## src/hw/srso_defines.vh

```
// Constants for the servo remote status output block
`ifndef SRSO_DEFINES_VH
`define SRSO_DEFINES_VH

// Register byte offsets (Wishbone, one aligned word each)
`define SRSO_ADDR_W          4
`define SRSO_OFS_CTRL        4'h0
`define SRSO_OFS_STATUS      4'h4
`define SRSO_OFS_IRQ_STAT    4'h8
`define SRSO_OFS_IRQ_MASK    4'hc

// Control register fields
`define SRSO_CTRL_TWO_ST     0
`define SRSO_CTRL_RST        1'h0

// Status register fields
`define SRSO_ST_PT_LSB       0
`define SRSO_ST_PT_MSB       7
`define SRSO_ST_TROUBLE      8
`define SRSO_ST_CRD          9
`define SRSO_ST_FRES         10
`define SRSO_ST_MODE         11
`define SRSO_ST_STARTED      12

// Interrupt event bits, same layout in status and mask
`define SRSO_IRQ_W           3
`define SRSO_IRQ_PT_LOAD     0
`define SRSO_IRQ_TROUBLE     1
`define SRSO_IRQ_CRD_LOST    2
`define SRSO_IRQ_RST         3'h0

// Point table code
`define SRSO_PT_W            8
`define SRSO_PT_OFF          8'h00

// Remote output word layout
`define SRSO_WORD_W          16
`define SRSO_WORD_RST        16'h0000
`define SRSO_RX_PT_LSB       2
`define SRSO_RX_PT_MSB       9
`define SRSO_RX_TROUBLE      4'ha
`define SRSO_RX_CRD          4'hb

// Power-up trouble window: 1.5 s at 200 MHz
`define SRSO_STARTUP_MS      1500
`define SRSO_CLK_KHZ         200000
`define SRSO_STARTUP_CNT_W   29

// Pin synchroniser depth
`define SRSO_SYNC_STAGES     3

`endif

```

## src/hw/srso_sync.v

```verilog
// Three-stage pin synchroniser with agreement filter
module srso_sync
#(
	parameter W = 2
)
(
	input  wire         clk_i,
	input  wire         rst_i,
	input  wire         ce_i,
	input  wire [W-1:0] pin_i,
	output reg  [W-1:0] level_o
);

	reg [W-1:0] s1_q;
	reg [W-1:0] s2_q;
	reg [W-1:0] s3_q;
	integer     k;

	// First stage feeds only the second; a bit moves once stages two and three agree
	always @(posedge clk_i)
	begin
		if (rst_i)
		begin
			s1_q    <= {W{1'b0}};
			s2_q    <= {W{1'b0}};
			s3_q    <= {W{1'b0}};
			level_o <= {W{1'b0}};
		end
		else if (ce_i)
		begin
			s1_q <= pin_i;
			s2_q <= s1_q;
			s3_q <= s2_q;
			for (k = 0; k < W; k = k + 1)
			begin
				if (s2_q[k] == s3_q[k])
					level_o[k] <= s3_q[k];
			end
		end
	end

endmodule

```

## src/hw/srso_top.v

```verilog
// Servo remote station status outputs with Wishbone register access
//
// Overview of operation
// - The point table number appears as an unsigned 8-bit code on remote bits 2 to 9, LSB first.
// - All point table bits go OFF at power-on, servo off, during and at the end of homing.
// - A change of the auto/manual selection leaves the point table bits unchanged.
// - The trouble flag rises whenever the protective function shuts off the base drive.
// - With no alarm, the trouble flag falls within 1.5 s of power-up.
// - The trouble flag sits at bit A of word n+1 (n+3 with two stations) and on a pin.
// - The comm-ready flag rises at power-on, falls on an alarm but not in the startup window, at bit B of word n+1 or n+3.
// - The comm-ready flag stays low while the host holds the fault reset input ON.
// - The finished move's point table number loads when the move complete flag turns ON.
//
// Register access over Wishbone and the address map are this design's own decisions.
`include "srso_defines.vh"

module srso_top
#(
	parameter STARTUP_CYC = `SRSO_STARTUP_MS * `SRSO_CLK_KHZ
)
(
	input  wire                     clk_i,
	input  wire                     rst_i,
	input  wire                     ce_i,
	// Wishbone classic slave
	input  wire                     cyc_i,
	input  wire                     stb_i,
	input  wire                     we_i,
	input  wire [`SRSO_ADDR_W-1:0]  adr_i,
	input  wire [3:0]               sel_i,
	input  wire [31:0]              dat_i,
	output reg  [31:0]              dat_o,
	output reg                      ack_o,
	// Drive-side status from the servo core
	input  wire                     servo_on_i,
	input  wire                     home_busy_i,
	input  wire                     home_done_i,
	input  wire                     move_complete_flag_i,
	input  wire [`SRSO_PT_W-1:0]    pt_number_i,
	input  wire                     protect_trip_i,
	// Host remote inputs, asynchronous
	input  wire                     fault_reset_input_i,
	input  wire                     auto_manual_select_i,
	// Remote output words and external pin
	output reg  [`SRSO_WORD_W-1:0]  rx_word1_o,
	output reg  [`SRSO_WORD_W-1:0]  rx_word2_o,
	output reg  [`SRSO_WORD_W-1:0]  rx_word3_o,
	output reg                      trouble_pin_o,
	output reg                      irq_o
);

	// Derived startup count, exact since 1.5 s is a whole number of cycles
	localparam integer                   STARTUP_LAST_I = STARTUP_CYC - 1;
	localparam [`SRSO_STARTUP_CNT_W-1:0] STARTUP_LAST   = STARTUP_LAST_I[`SRSO_STARTUP_CNT_W-1:0];

	// Synchronised host inputs
	wire                            fres_s;
	wire                            mode_s;

	// Control and state
	reg                             two_st_q;
	reg  [`SRSO_PT_W-1:0]           pt_q;
	reg  [`SRSO_PT_W-1:0]           pt_d;
	reg                             move_complete_flag_prev_q;
	reg                             alarm_q;
	reg                             started_q;
	reg  [`SRSO_STARTUP_CNT_W-1:0]  start_cnt_q;
	reg                             trouble_q;
	reg                             crd_q;
	reg                             crd_d;
	reg  [`SRSO_IRQ_W-1:0]          irq_stat_q;
	reg  [`SRSO_IRQ_W-1:0]          irq_mask_q;
	reg  [`SRSO_IRQ_W-1:0]          irq_evt;
	reg                             pt_load;

	// Bus decode
	wire                            bus_req;
	wire                            bus_wr;
	wire                            trouble_d;

	// Place a status flag into a remote word at the given bit
	function [`SRSO_WORD_W-1:0] put_bit;
		input [3:0] pos;
		input       val;
		begin
			put_bit      = `SRSO_WORD_RST;
			put_bit[pos] = val;
		end
	endfunction

	// Reset input and mode select come off the link, so three flops each
	srso_sync
	#(
		.W (2)
	)
	u_sync
	(
		.clk_i   (clk_i),
		.rst_i   (rst_i),
		.ce_i    (ce_i),
		.pin_i   ({auto_manual_select_i, fault_reset_input_i}),
		.level_o ({mode_s, fres_s})
	);

	// Request taken on the first cycle, ack pulses once
	assign bus_req = cyc_i & stb_i & ~ack_o;
	assign bus_wr  = bus_req & we_i;

	// Point table code next value; clearing conditions outrank a load
	always @*
	begin
		pt_d    = pt_q;
		pt_load = 1'b0;
		if (!servo_on_i || home_busy_i || home_done_i)
			pt_d = `SRSO_PT_OFF;
		else if (move_complete_flag_i && !move_complete_flag_prev_q)
		begin
			pt_d    = pt_number_i;
			pt_load = 1'b1;
		end
		// mode change holds code
		// A toggle of mode_s takes no branch here, so the code simply stays.
	end

	// Power-up window: trouble shows until the count runs out
	always @(posedge clk_i)
	begin
		if (rst_i)
		begin
			start_cnt_q <= {`SRSO_STARTUP_CNT_W{1'b0}};
			started_q   <= 1'b0;
		end
		else if (ce_i && !started_q)
		begin
			if (start_cnt_q == STARTUP_LAST)
				started_q <= 1'b1;
			else
				start_cnt_q <= start_cnt_q + 1'b1;
		end
	end

	// Alarm latch: a trip stays until the host pulses reset with the cause gone
	always @(posedge clk_i)
	begin
		if (rst_i)
			alarm_q <= 1'b0;
		else if (ce_i)
		begin
			if (protect_trip_i)
				alarm_q <= 1'b1;
			else if (fres_s)
				alarm_q <= 1'b0;
		end
	end

	// Trouble covers the startup window as well as a real alarm
	assign trouble_d = alarm_q | protect_trip_i | ~started_q;

	// Comm ready falls on an alarm or while reset is held, not in startup
	always @*
	begin
		crd_d = ~(alarm_q | protect_trip_i);
		if (fres_s)
			crd_d = 1'b0;
	end

	// Event sources for the interrupt status
	always @*
	begin
		irq_evt                    = `SRSO_IRQ_RST;
		irq_evt[`SRSO_IRQ_PT_LOAD] = pt_load;
		irq_evt[`SRSO_IRQ_TROUBLE] = alarm_q == 1'b0 && protect_trip_i;
		irq_evt[`SRSO_IRQ_CRD_LOST] = crd_q & ~crd_d;
	end

	// Core status state
	always @(posedge clk_i)
	begin
		if (rst_i)
		begin
			pt_q        <= `SRSO_PT_OFF;
			move_complete_flag_prev_q <= 1'b0;
			trouble_q   <= 1'b1;
			crd_q       <= 1'b1;
		end
		else if (ce_i)
		begin
			pt_q        <= pt_d;
			move_complete_flag_prev_q <= move_complete_flag_i;
			trouble_q   <= trouble_d;
			crd_q       <= crd_d;
		end
	end

	// Remote output words; positions unused in a configuration read as OFF
	always @(posedge clk_i)
	begin
		if (rst_i)
		begin
			rx_word1_o    <= put_bit(`SRSO_RX_CRD, 1'b1) | put_bit(`SRSO_RX_TROUBLE, 1'b1);
			rx_word2_o    <= `SRSO_WORD_RST;
			rx_word3_o    <= `SRSO_WORD_RST;
			trouble_pin_o <= 1'b1;
		end
		else if (ce_i)
		begin
			// code on bits 2 to 9
			rx_word2_o <= {{(`SRSO_WORD_W - `SRSO_RX_PT_MSB - 1){1'b0}}, pt_d,
				{`SRSO_RX_PT_LSB{1'b0}}};
			if (two_st_q)
			begin
				rx_word1_o <= `SRSO_WORD_RST;
				rx_word3_o <= put_bit(`SRSO_RX_TROUBLE, trouble_d)
					| put_bit(`SRSO_RX_CRD, crd_d);
			end
			else
			begin
				rx_word1_o <= put_bit(`SRSO_RX_TROUBLE, trouble_d)
					| put_bit(`SRSO_RX_CRD, crd_d);
				rx_word3_o <= `SRSO_WORD_RST;
			end
			trouble_pin_o <= trouble_d;
		end
	end

	// Control, mask and sticky status; a new event beats a same-cycle clear
	always @(posedge clk_i)
	begin
		if (rst_i)
		begin
			two_st_q   <= `SRSO_CTRL_RST;
			irq_mask_q <= `SRSO_IRQ_RST;
			irq_stat_q <= `SRSO_IRQ_RST;
		end
		else if (ce_i)
		begin
			if (bus_wr && sel_i[0] && adr_i == `SRSO_OFS_CTRL)
				two_st_q <= dat_i[`SRSO_CTRL_TWO_ST];
			if (bus_wr && sel_i[0] && adr_i == `SRSO_OFS_IRQ_MASK)
				irq_mask_q <= dat_i[`SRSO_IRQ_W-1:0];
			if (bus_wr && sel_i[0] && adr_i == `SRSO_OFS_IRQ_STAT)
				irq_stat_q <= (irq_stat_q & ~dat_i[`SRSO_IRQ_W-1:0]) | irq_evt;
			else
				irq_stat_q <= irq_stat_q | irq_evt;
		end
	end

	// Level interrupt from any unmasked pending event
	always @(posedge clk_i)
	begin
		if (rst_i)
			irq_o <= 1'b0;
		else if (ce_i)
			irq_o <= |(irq_stat_q & irq_mask_q);
	end

	// Bus answer: one cycle after the request, unmapped reads give zero
	always @(posedge clk_i)
	begin
		if (rst_i)
		begin
			ack_o <= 1'b0;
			dat_o <= 32'h0000_0000;
		end
		else if (ce_i)
		begin
			ack_o <= bus_req;
			dat_o <= 32'h0000_0000;
			if (bus_req && !we_i)
			begin
				case (adr_i)
				`SRSO_OFS_CTRL:
				begin
					dat_o[`SRSO_CTRL_TWO_ST] <= two_st_q;
				end
				`SRSO_OFS_STATUS:
				begin
					dat_o[`SRSO_ST_PT_MSB:`SRSO_ST_PT_LSB] <= pt_q;
					dat_o[`SRSO_ST_TROUBLE]               <= trouble_q;
					dat_o[`SRSO_ST_CRD]                   <= crd_q;
					dat_o[`SRSO_ST_FRES]                  <= fres_s;
					dat_o[`SRSO_ST_MODE]                  <= mode_s;
					dat_o[`SRSO_ST_STARTED]               <= started_q;
				end
				`SRSO_OFS_IRQ_STAT:
				begin
					dat_o[`SRSO_IRQ_W-1:0] <= irq_stat_q;
				end
				`SRSO_OFS_IRQ_MASK:
				begin
					dat_o[`SRSO_IRQ_W-1:0] <= irq_mask_q;
				end
				default:
				begin
					dat_o <= 32'h0000_0000;
				end
				endcase
			end
		end
	end

endmodule

```

## config.mk

```make
export PLATFORM = sky130hd
export DESIGN_NAME = srso_top
export DESIGN_NICKNAME = d
export VERILOG_FILES = /design/src/hw/srso_sync.v /design/src/hw/srso_top.v
export VERILOG_INCLUDE_DIRS = /design/src /design/src/hw
export SDC_FILE = /design/constraint.sdc
export NUM_CORES = 1
export LEC_CHECK = 0
export ABC_AREA = 0
export BUFFER_PORTS_ARGS = -buffer_cell sky130_fd_sc_hd__buf_2
export CAP_MARGIN = 20
export CELL_PAD_IN_SITES_DETAIL_PLACEMENT = 1
export CELL_PAD_IN_SITES_GLOBAL_PLACEMENT = 1
export CORE_AREA = 2 2 102 104
export CTS_CLUSTER_SIZE = 16
export DETAILED_ROUTE_END_ITERATION = 12
export DIE_AREA = 0 0 104 106
export GPL_ROUTABILITY_DRIVEN = 0
export PLACE_DENSITY_LB_ADDON = 0.1
export SYNTH_ARGS = -nofsm -noshare
export SYNTH_HDL_FRONTEND = slang
export SYNTH_SLANG_ARGS = --single-unit
```

## constraint.sdc

```tcl
create_clock -name clk_i -period 5.5 [get_ports clk_i]
set_clock_uncertainty 0.15 [all_clocks]
set_input_delay 0.55 -clock clk_i [delete_from_list [all_inputs] [get_ports clk_i]]
set_output_delay 0.55 -clock clk_i [all_outputs]
set_load 0.01 [all_outputs]
```

Word-level counts from Yosys, hierarchy flattened --
Cells that the tools add are included.
Storage, ports and cells: register bits after elaboration 123, logic and storage cells 85
Cells by class: add/sub/neg operators 1, equal/unequal tests 6, muxes and demuxes 14, bitwise logic cells 18, reduce and logical (&&, ||, !) cells 26
Operators by type and width (count):
- adder 29 x 1 -> 29 bit, second input constant | 1
- == test 29 bit, second input constant | 1
- two-way mux 12 bit | 2
- two-way mux 8 bit | 2
- AND reduction 2 bit | 8
- two-way mux 13 bit | 1
- OR 11 x 12 -> 12 bit | 1
- two-way mux 10 bit | 1
- == test 4 bit, second input constant | 2
- logical AND 1 bit | 8
- AND 3 bit | 2
- inverter 1 bit | 6
- OR 3 bit | 2
- case mux 2 bit (3 select lines) | 1
- two-way mux 1 bit | 5
- AND 1 bit | 4
- == test 4 x 3 -> 1 bit, second input constant | 1
- logical NOT 1 bit | 4
- logical NOT 4 bit | 1
- case mux 1 bit (4 select lines) | 1
- nonzero test 2 bit | 2
- two-way mux 3 bit | 1
- inverter 3 bit | 1
- OR reduction 3 bit | 1
- other kinds (3) | 6

Longest topological paths before layout --
word-level depth 7, gate-level depth with buffers 6, depth with buffers taken out 6

By module --
From an unflattened synthesis, not the netlist that was laid out.
Unflattened totals: cell total of the unflattened synthesis 426, area, all modules 3779.9 µm²
By module, submodules not included:
- srso_top | instances 1, cells an instance 394, area an instance 3430.8 µm²
- srso_sync | instances 1, cells an instance 32, area an instance 349.1 µm²

Worst setup path before layout --
OpenSTA, ideal clock, no wires.
kind input to register, start in adr_i[3], end reg irq_mask_q[0], data arrival time 1691 ps, data required time 5222 ps, setup slack 3531 ps, stages 6, buffers on the path 2, cells stage by stage clkbuf_1 inv_1 or4_1 clkbuf_1 mux2i_1 nor2_1
On the way: cells in the longest elaborated chain, start to end 3
RTL lines:
- from (decl) | RTL line srso_top.v:29 | input wire [`SRSO_ADDR_W-1:0] adr_i,
- == test 4 bit
- logical AND 1 bit (no source line)
- AND reduction 2 bit (no source line)
- to (signal assigned) | RTL line srso_top.v:232 | irq_mask_q <= `SRSO_IRQ_RST;
- to (signal assigned) | RTL line srso_top.v:240 | irq_mask_q <= dat_i[`SRSO_IRQ_W-1:0];
- to (decl) | RTL line srso_top.v:72 | reg [`SRSO_IRQ_W-1:0] irq_mask_q;
No other way between the ends. A chain may end at the register's enable or synchronous reset.

==> flow_metrics.tcl <==
set metrics [dict create \
    synth.ff_latch_count 76 \
    min_to "u_sync.s1_q[1]$_SDFFE_PP0P_" \
    multiInputGateArea_sq_um 1790 \
    cts_buffers 9 \
    grt_pass1_vias 2857 \
    grt_pass1_wl_mm 13.9 \
    clk_latency_ns 0.35 \
    max_freq_mhz 373 \
    cts-resized-gates 0 \
    critical_path_class "input port to register" \
    pwr-share-seq_pct 48.9 \
    clkSinkCount 76 \
    start_util_pct 36.2 \
    slowest_stage "nor2b_1" \
    core_area_sq_um 10000 \
    synth_warnings 0 \
    period_share_pct 48.7 \
    synth_edf_count 0 \
    cts-root-buf "clkbuf_8" \
    via_per_inst 4.80 \
    die-area_sq_um 11000 \
    dpl.hpwl_mm 5.82 \
    final-setup-viol-count 0 \
    wl_mm 8.30 \
    dr.pass1.iters 4 \
    antenna_found_initial 0 \
    leakage_uw 0.00165 \
    rr_endpoint "start_cnt_q[6]$_SDFFE_PP0P_" \
    rsz0062_at_grt "false" \
    antenna_cells 0 \
    seqCellArea_sq_um 1520 \
    finalCriticalPeriod_ns 2.68 \
    ys_types 45 \
    drv_slew 0 \
    worstSetupStartpointType "input port" \
    cap_violations 0 \
    end_kind "register" \
    cp_max_fo 24 \
    grt_use_met2_pct 24.9 \
    hold_buffers 0 \
    worstPathCellList "buf_2 -> nand4b_1 -> or4_1 -> nor2b_1 -> a22oi_1 -> nor2_1" \
    die_h_microns 106 \
    drc 0 \
    whs_path_depth 3 \
    clk_path_buf_depth 2 \
    overflow 0 \
    io_pins 144 \
    cp.buffers_inverters 1 \
    synth_area_sq_um 3620 \
    hold_class "input port to register" \
    drtIter0Drc 116 \
    num_rows 37 \
    pwr-share-comb_pct 6.4 \
    dr_total_vias 2974 \
    layout_commonest_cell "dfxtp_1" \
    fillers 1271 \
    portBuffers 56 \
    worst_hold_slack_ns 0.291 \
    grt_util_met1_pct 20.1 \
    final_layout_size_suffix_gt1_share_pct 16.6 \
    final_cell_mix "76 x dfxtp_1, 65 x nor2_1, 56 x buf_2" \
    seq_area_frac_synth_pct 42.0 \
    switching_share_pct 23.7 \
    internal_power_uw 882 \
    grtUsageTotal_pct 15.6 \
    reg2reg_depth 5 \
    required_ns 5.64 \
    path_delay_family "simple AND/OR/NAND/NOR gates" \
    power_uw 1160 \
    rrSetupSlack_ns 2.92 \
    arrival_ns 2.82 \
    async_flop_share_pct 0 \
    crit_path_max_incr_delay_ns 0.72 \
    peakVddDrop_mv 0.113 \
    clock_power_share_pct 44.7 \
    grt_max_degree 43 \
    fin_nets 540 \
    syn_avg_cell_area_sq_um 8.43 \
    syn_inst 430 \
    path_clk_slew_ns 0.08 \
    p_sw_uw 274 \
    slew_headroom_pct 36.2 \
    wire_per_inst_microns 13.4 \
    antenna_left 0 \
    busiest_layer "met2" \
    max_slew.worst_pin.slew_ns 0.952 \
    finalSetupTns_ns 0 \
    area_growth_pct 11.1 \
    ys.flop_type "dfxtp_1" \
    tritoncts "done" \
    rr_startpoint "start_cnt_q[11]$_SDFFE_PP0P_" \
    cts_max_level 3 \
    status "finished clean" \
    min_from "auto_manual_select_i" \
    hold_viol 0 \
    use_met3_pct 3.62 \
    die_w_microns 104 \
    power_density_nw_per_um2 287 \
    post_cts_buffers 0 \
]
worst max-delay path by stage:
stage / from / endpoint / slack [ns] / depth (start not counted)
after floorplan: adr_i[3] / irq_mask_q[0]$_SDFFE_PP0P_ / 3.53 / 6
after global placement: ce_i / dat_o[5]$_SDFFE_PP0P_ / 2.40 / 6
after detailed placement: ce_i / dat_o[7]$_SDFFE_PP0P_ / 2.36 / 6
after CTS: ce_i / dat_o[5]$_SDFFE_PP0P_ / 2.75 / 6
after global routing: ce_i / dat_o[9]$_SDFFE_PP0P_ / 2.48 / 6
final: ce_i / dat_o[7]$_SDFFE_PP0P_ / 2.82 / 6
metal layers:
layer / routed length, microns / vias to the layer above
met5: 0 / -
met4: 148 / 0
met3: 428 / 12
met2: 3750 / 71
met1: 3980 / 1423
li1: - / 1468
sequential cells by signal (all words and copies together), names as in the netlist:
register / flops
start_cnt_q: 29
dat_o: 13
rx_word2_o: 8
irq_mask_q: 3
irq_stat_q: 3
rx_word1_o: 2
rx_word3_o: 2
u_sync.level_o: 2
u_sync.s1_q: 2
u_sync.s2_q: 2
u_sync.s3_q: 2
ack_o: 1
alarm_q: 1
crd_q: 1
irq_o: 1
move_complete_flag_prev_q: 1
started_q: 1
trouble_pin_o: 1
two_st_q: 1
layout make-up:
class                      count  share of cell area (%)
timing repair buffer          57                    7.14
clock buffer                  10                    3.17
inverter                       5                   0.466
sequential                    76                    37.8
tap                          136                    4.22
multi-input combinational    329                    44.4
clock inverter                 6                    2.80
stage by stage:
step,instance area [sq um],setup slack [ns],util (%),cells
final,4030,2.82,40.3,619
after global routing,4030,2.48,40.3,619
after CTS,4030,2.75,40.3,619
after detailed placement,3790,2.36,37.9,603
after global placement,3790,2.40,37.9,603
after floorplan,3830,3.53,-,484
tightest hold or removal path: cells and delay by family:
| kind | cells | cell delay [ns] |
|---|---|---|
| multiplexers | 1 | 0.05 |
| AND/OR/NAND/NOR | 1 | 0.08 |
| buffers and inverters | 1 | 0.07 |
synth_stat cells, types with 9 or more instances:
master	n	area, sq um
xnor2_1	13	114
or3_1	9	56.3
nand3_1	11	55.1
a22oi_1	20	150
dfxtp_1	76	1520
a21oi_1	29	145
mux2i_1	14	140
clkbuf_1	12	45.0
nor2_1	65	244
buf_4	56	420
o21ai_0	13	65.1
nor3_1	14	70.1
nand2_1	33	124
power by group through the flow:
stage	Sequential [uW]	Combinational [uW]	Clock, uW
floorplan	577	79.0	0
global route	566	84.2	558
finish	565	74.2	516
CTS	565	74.6	534
global placement	577	73.0	0
detailed placement	578	74.3	0
kinds of logic after synthesis:
logic type               synth area share [%]
AO/OA/AOI/OAI                            12.7
XOR/XNOR                                 3.38
adder cells (fa/ha/maj)                 0.345
buffers and inverters                    14.2
flip-flops                               42.0
multiplexers                             4.80
other                                   0.103
AND/OR/NAND/NOR                          22.5
No activity file was read; power rests on OpenSTA's default activity.
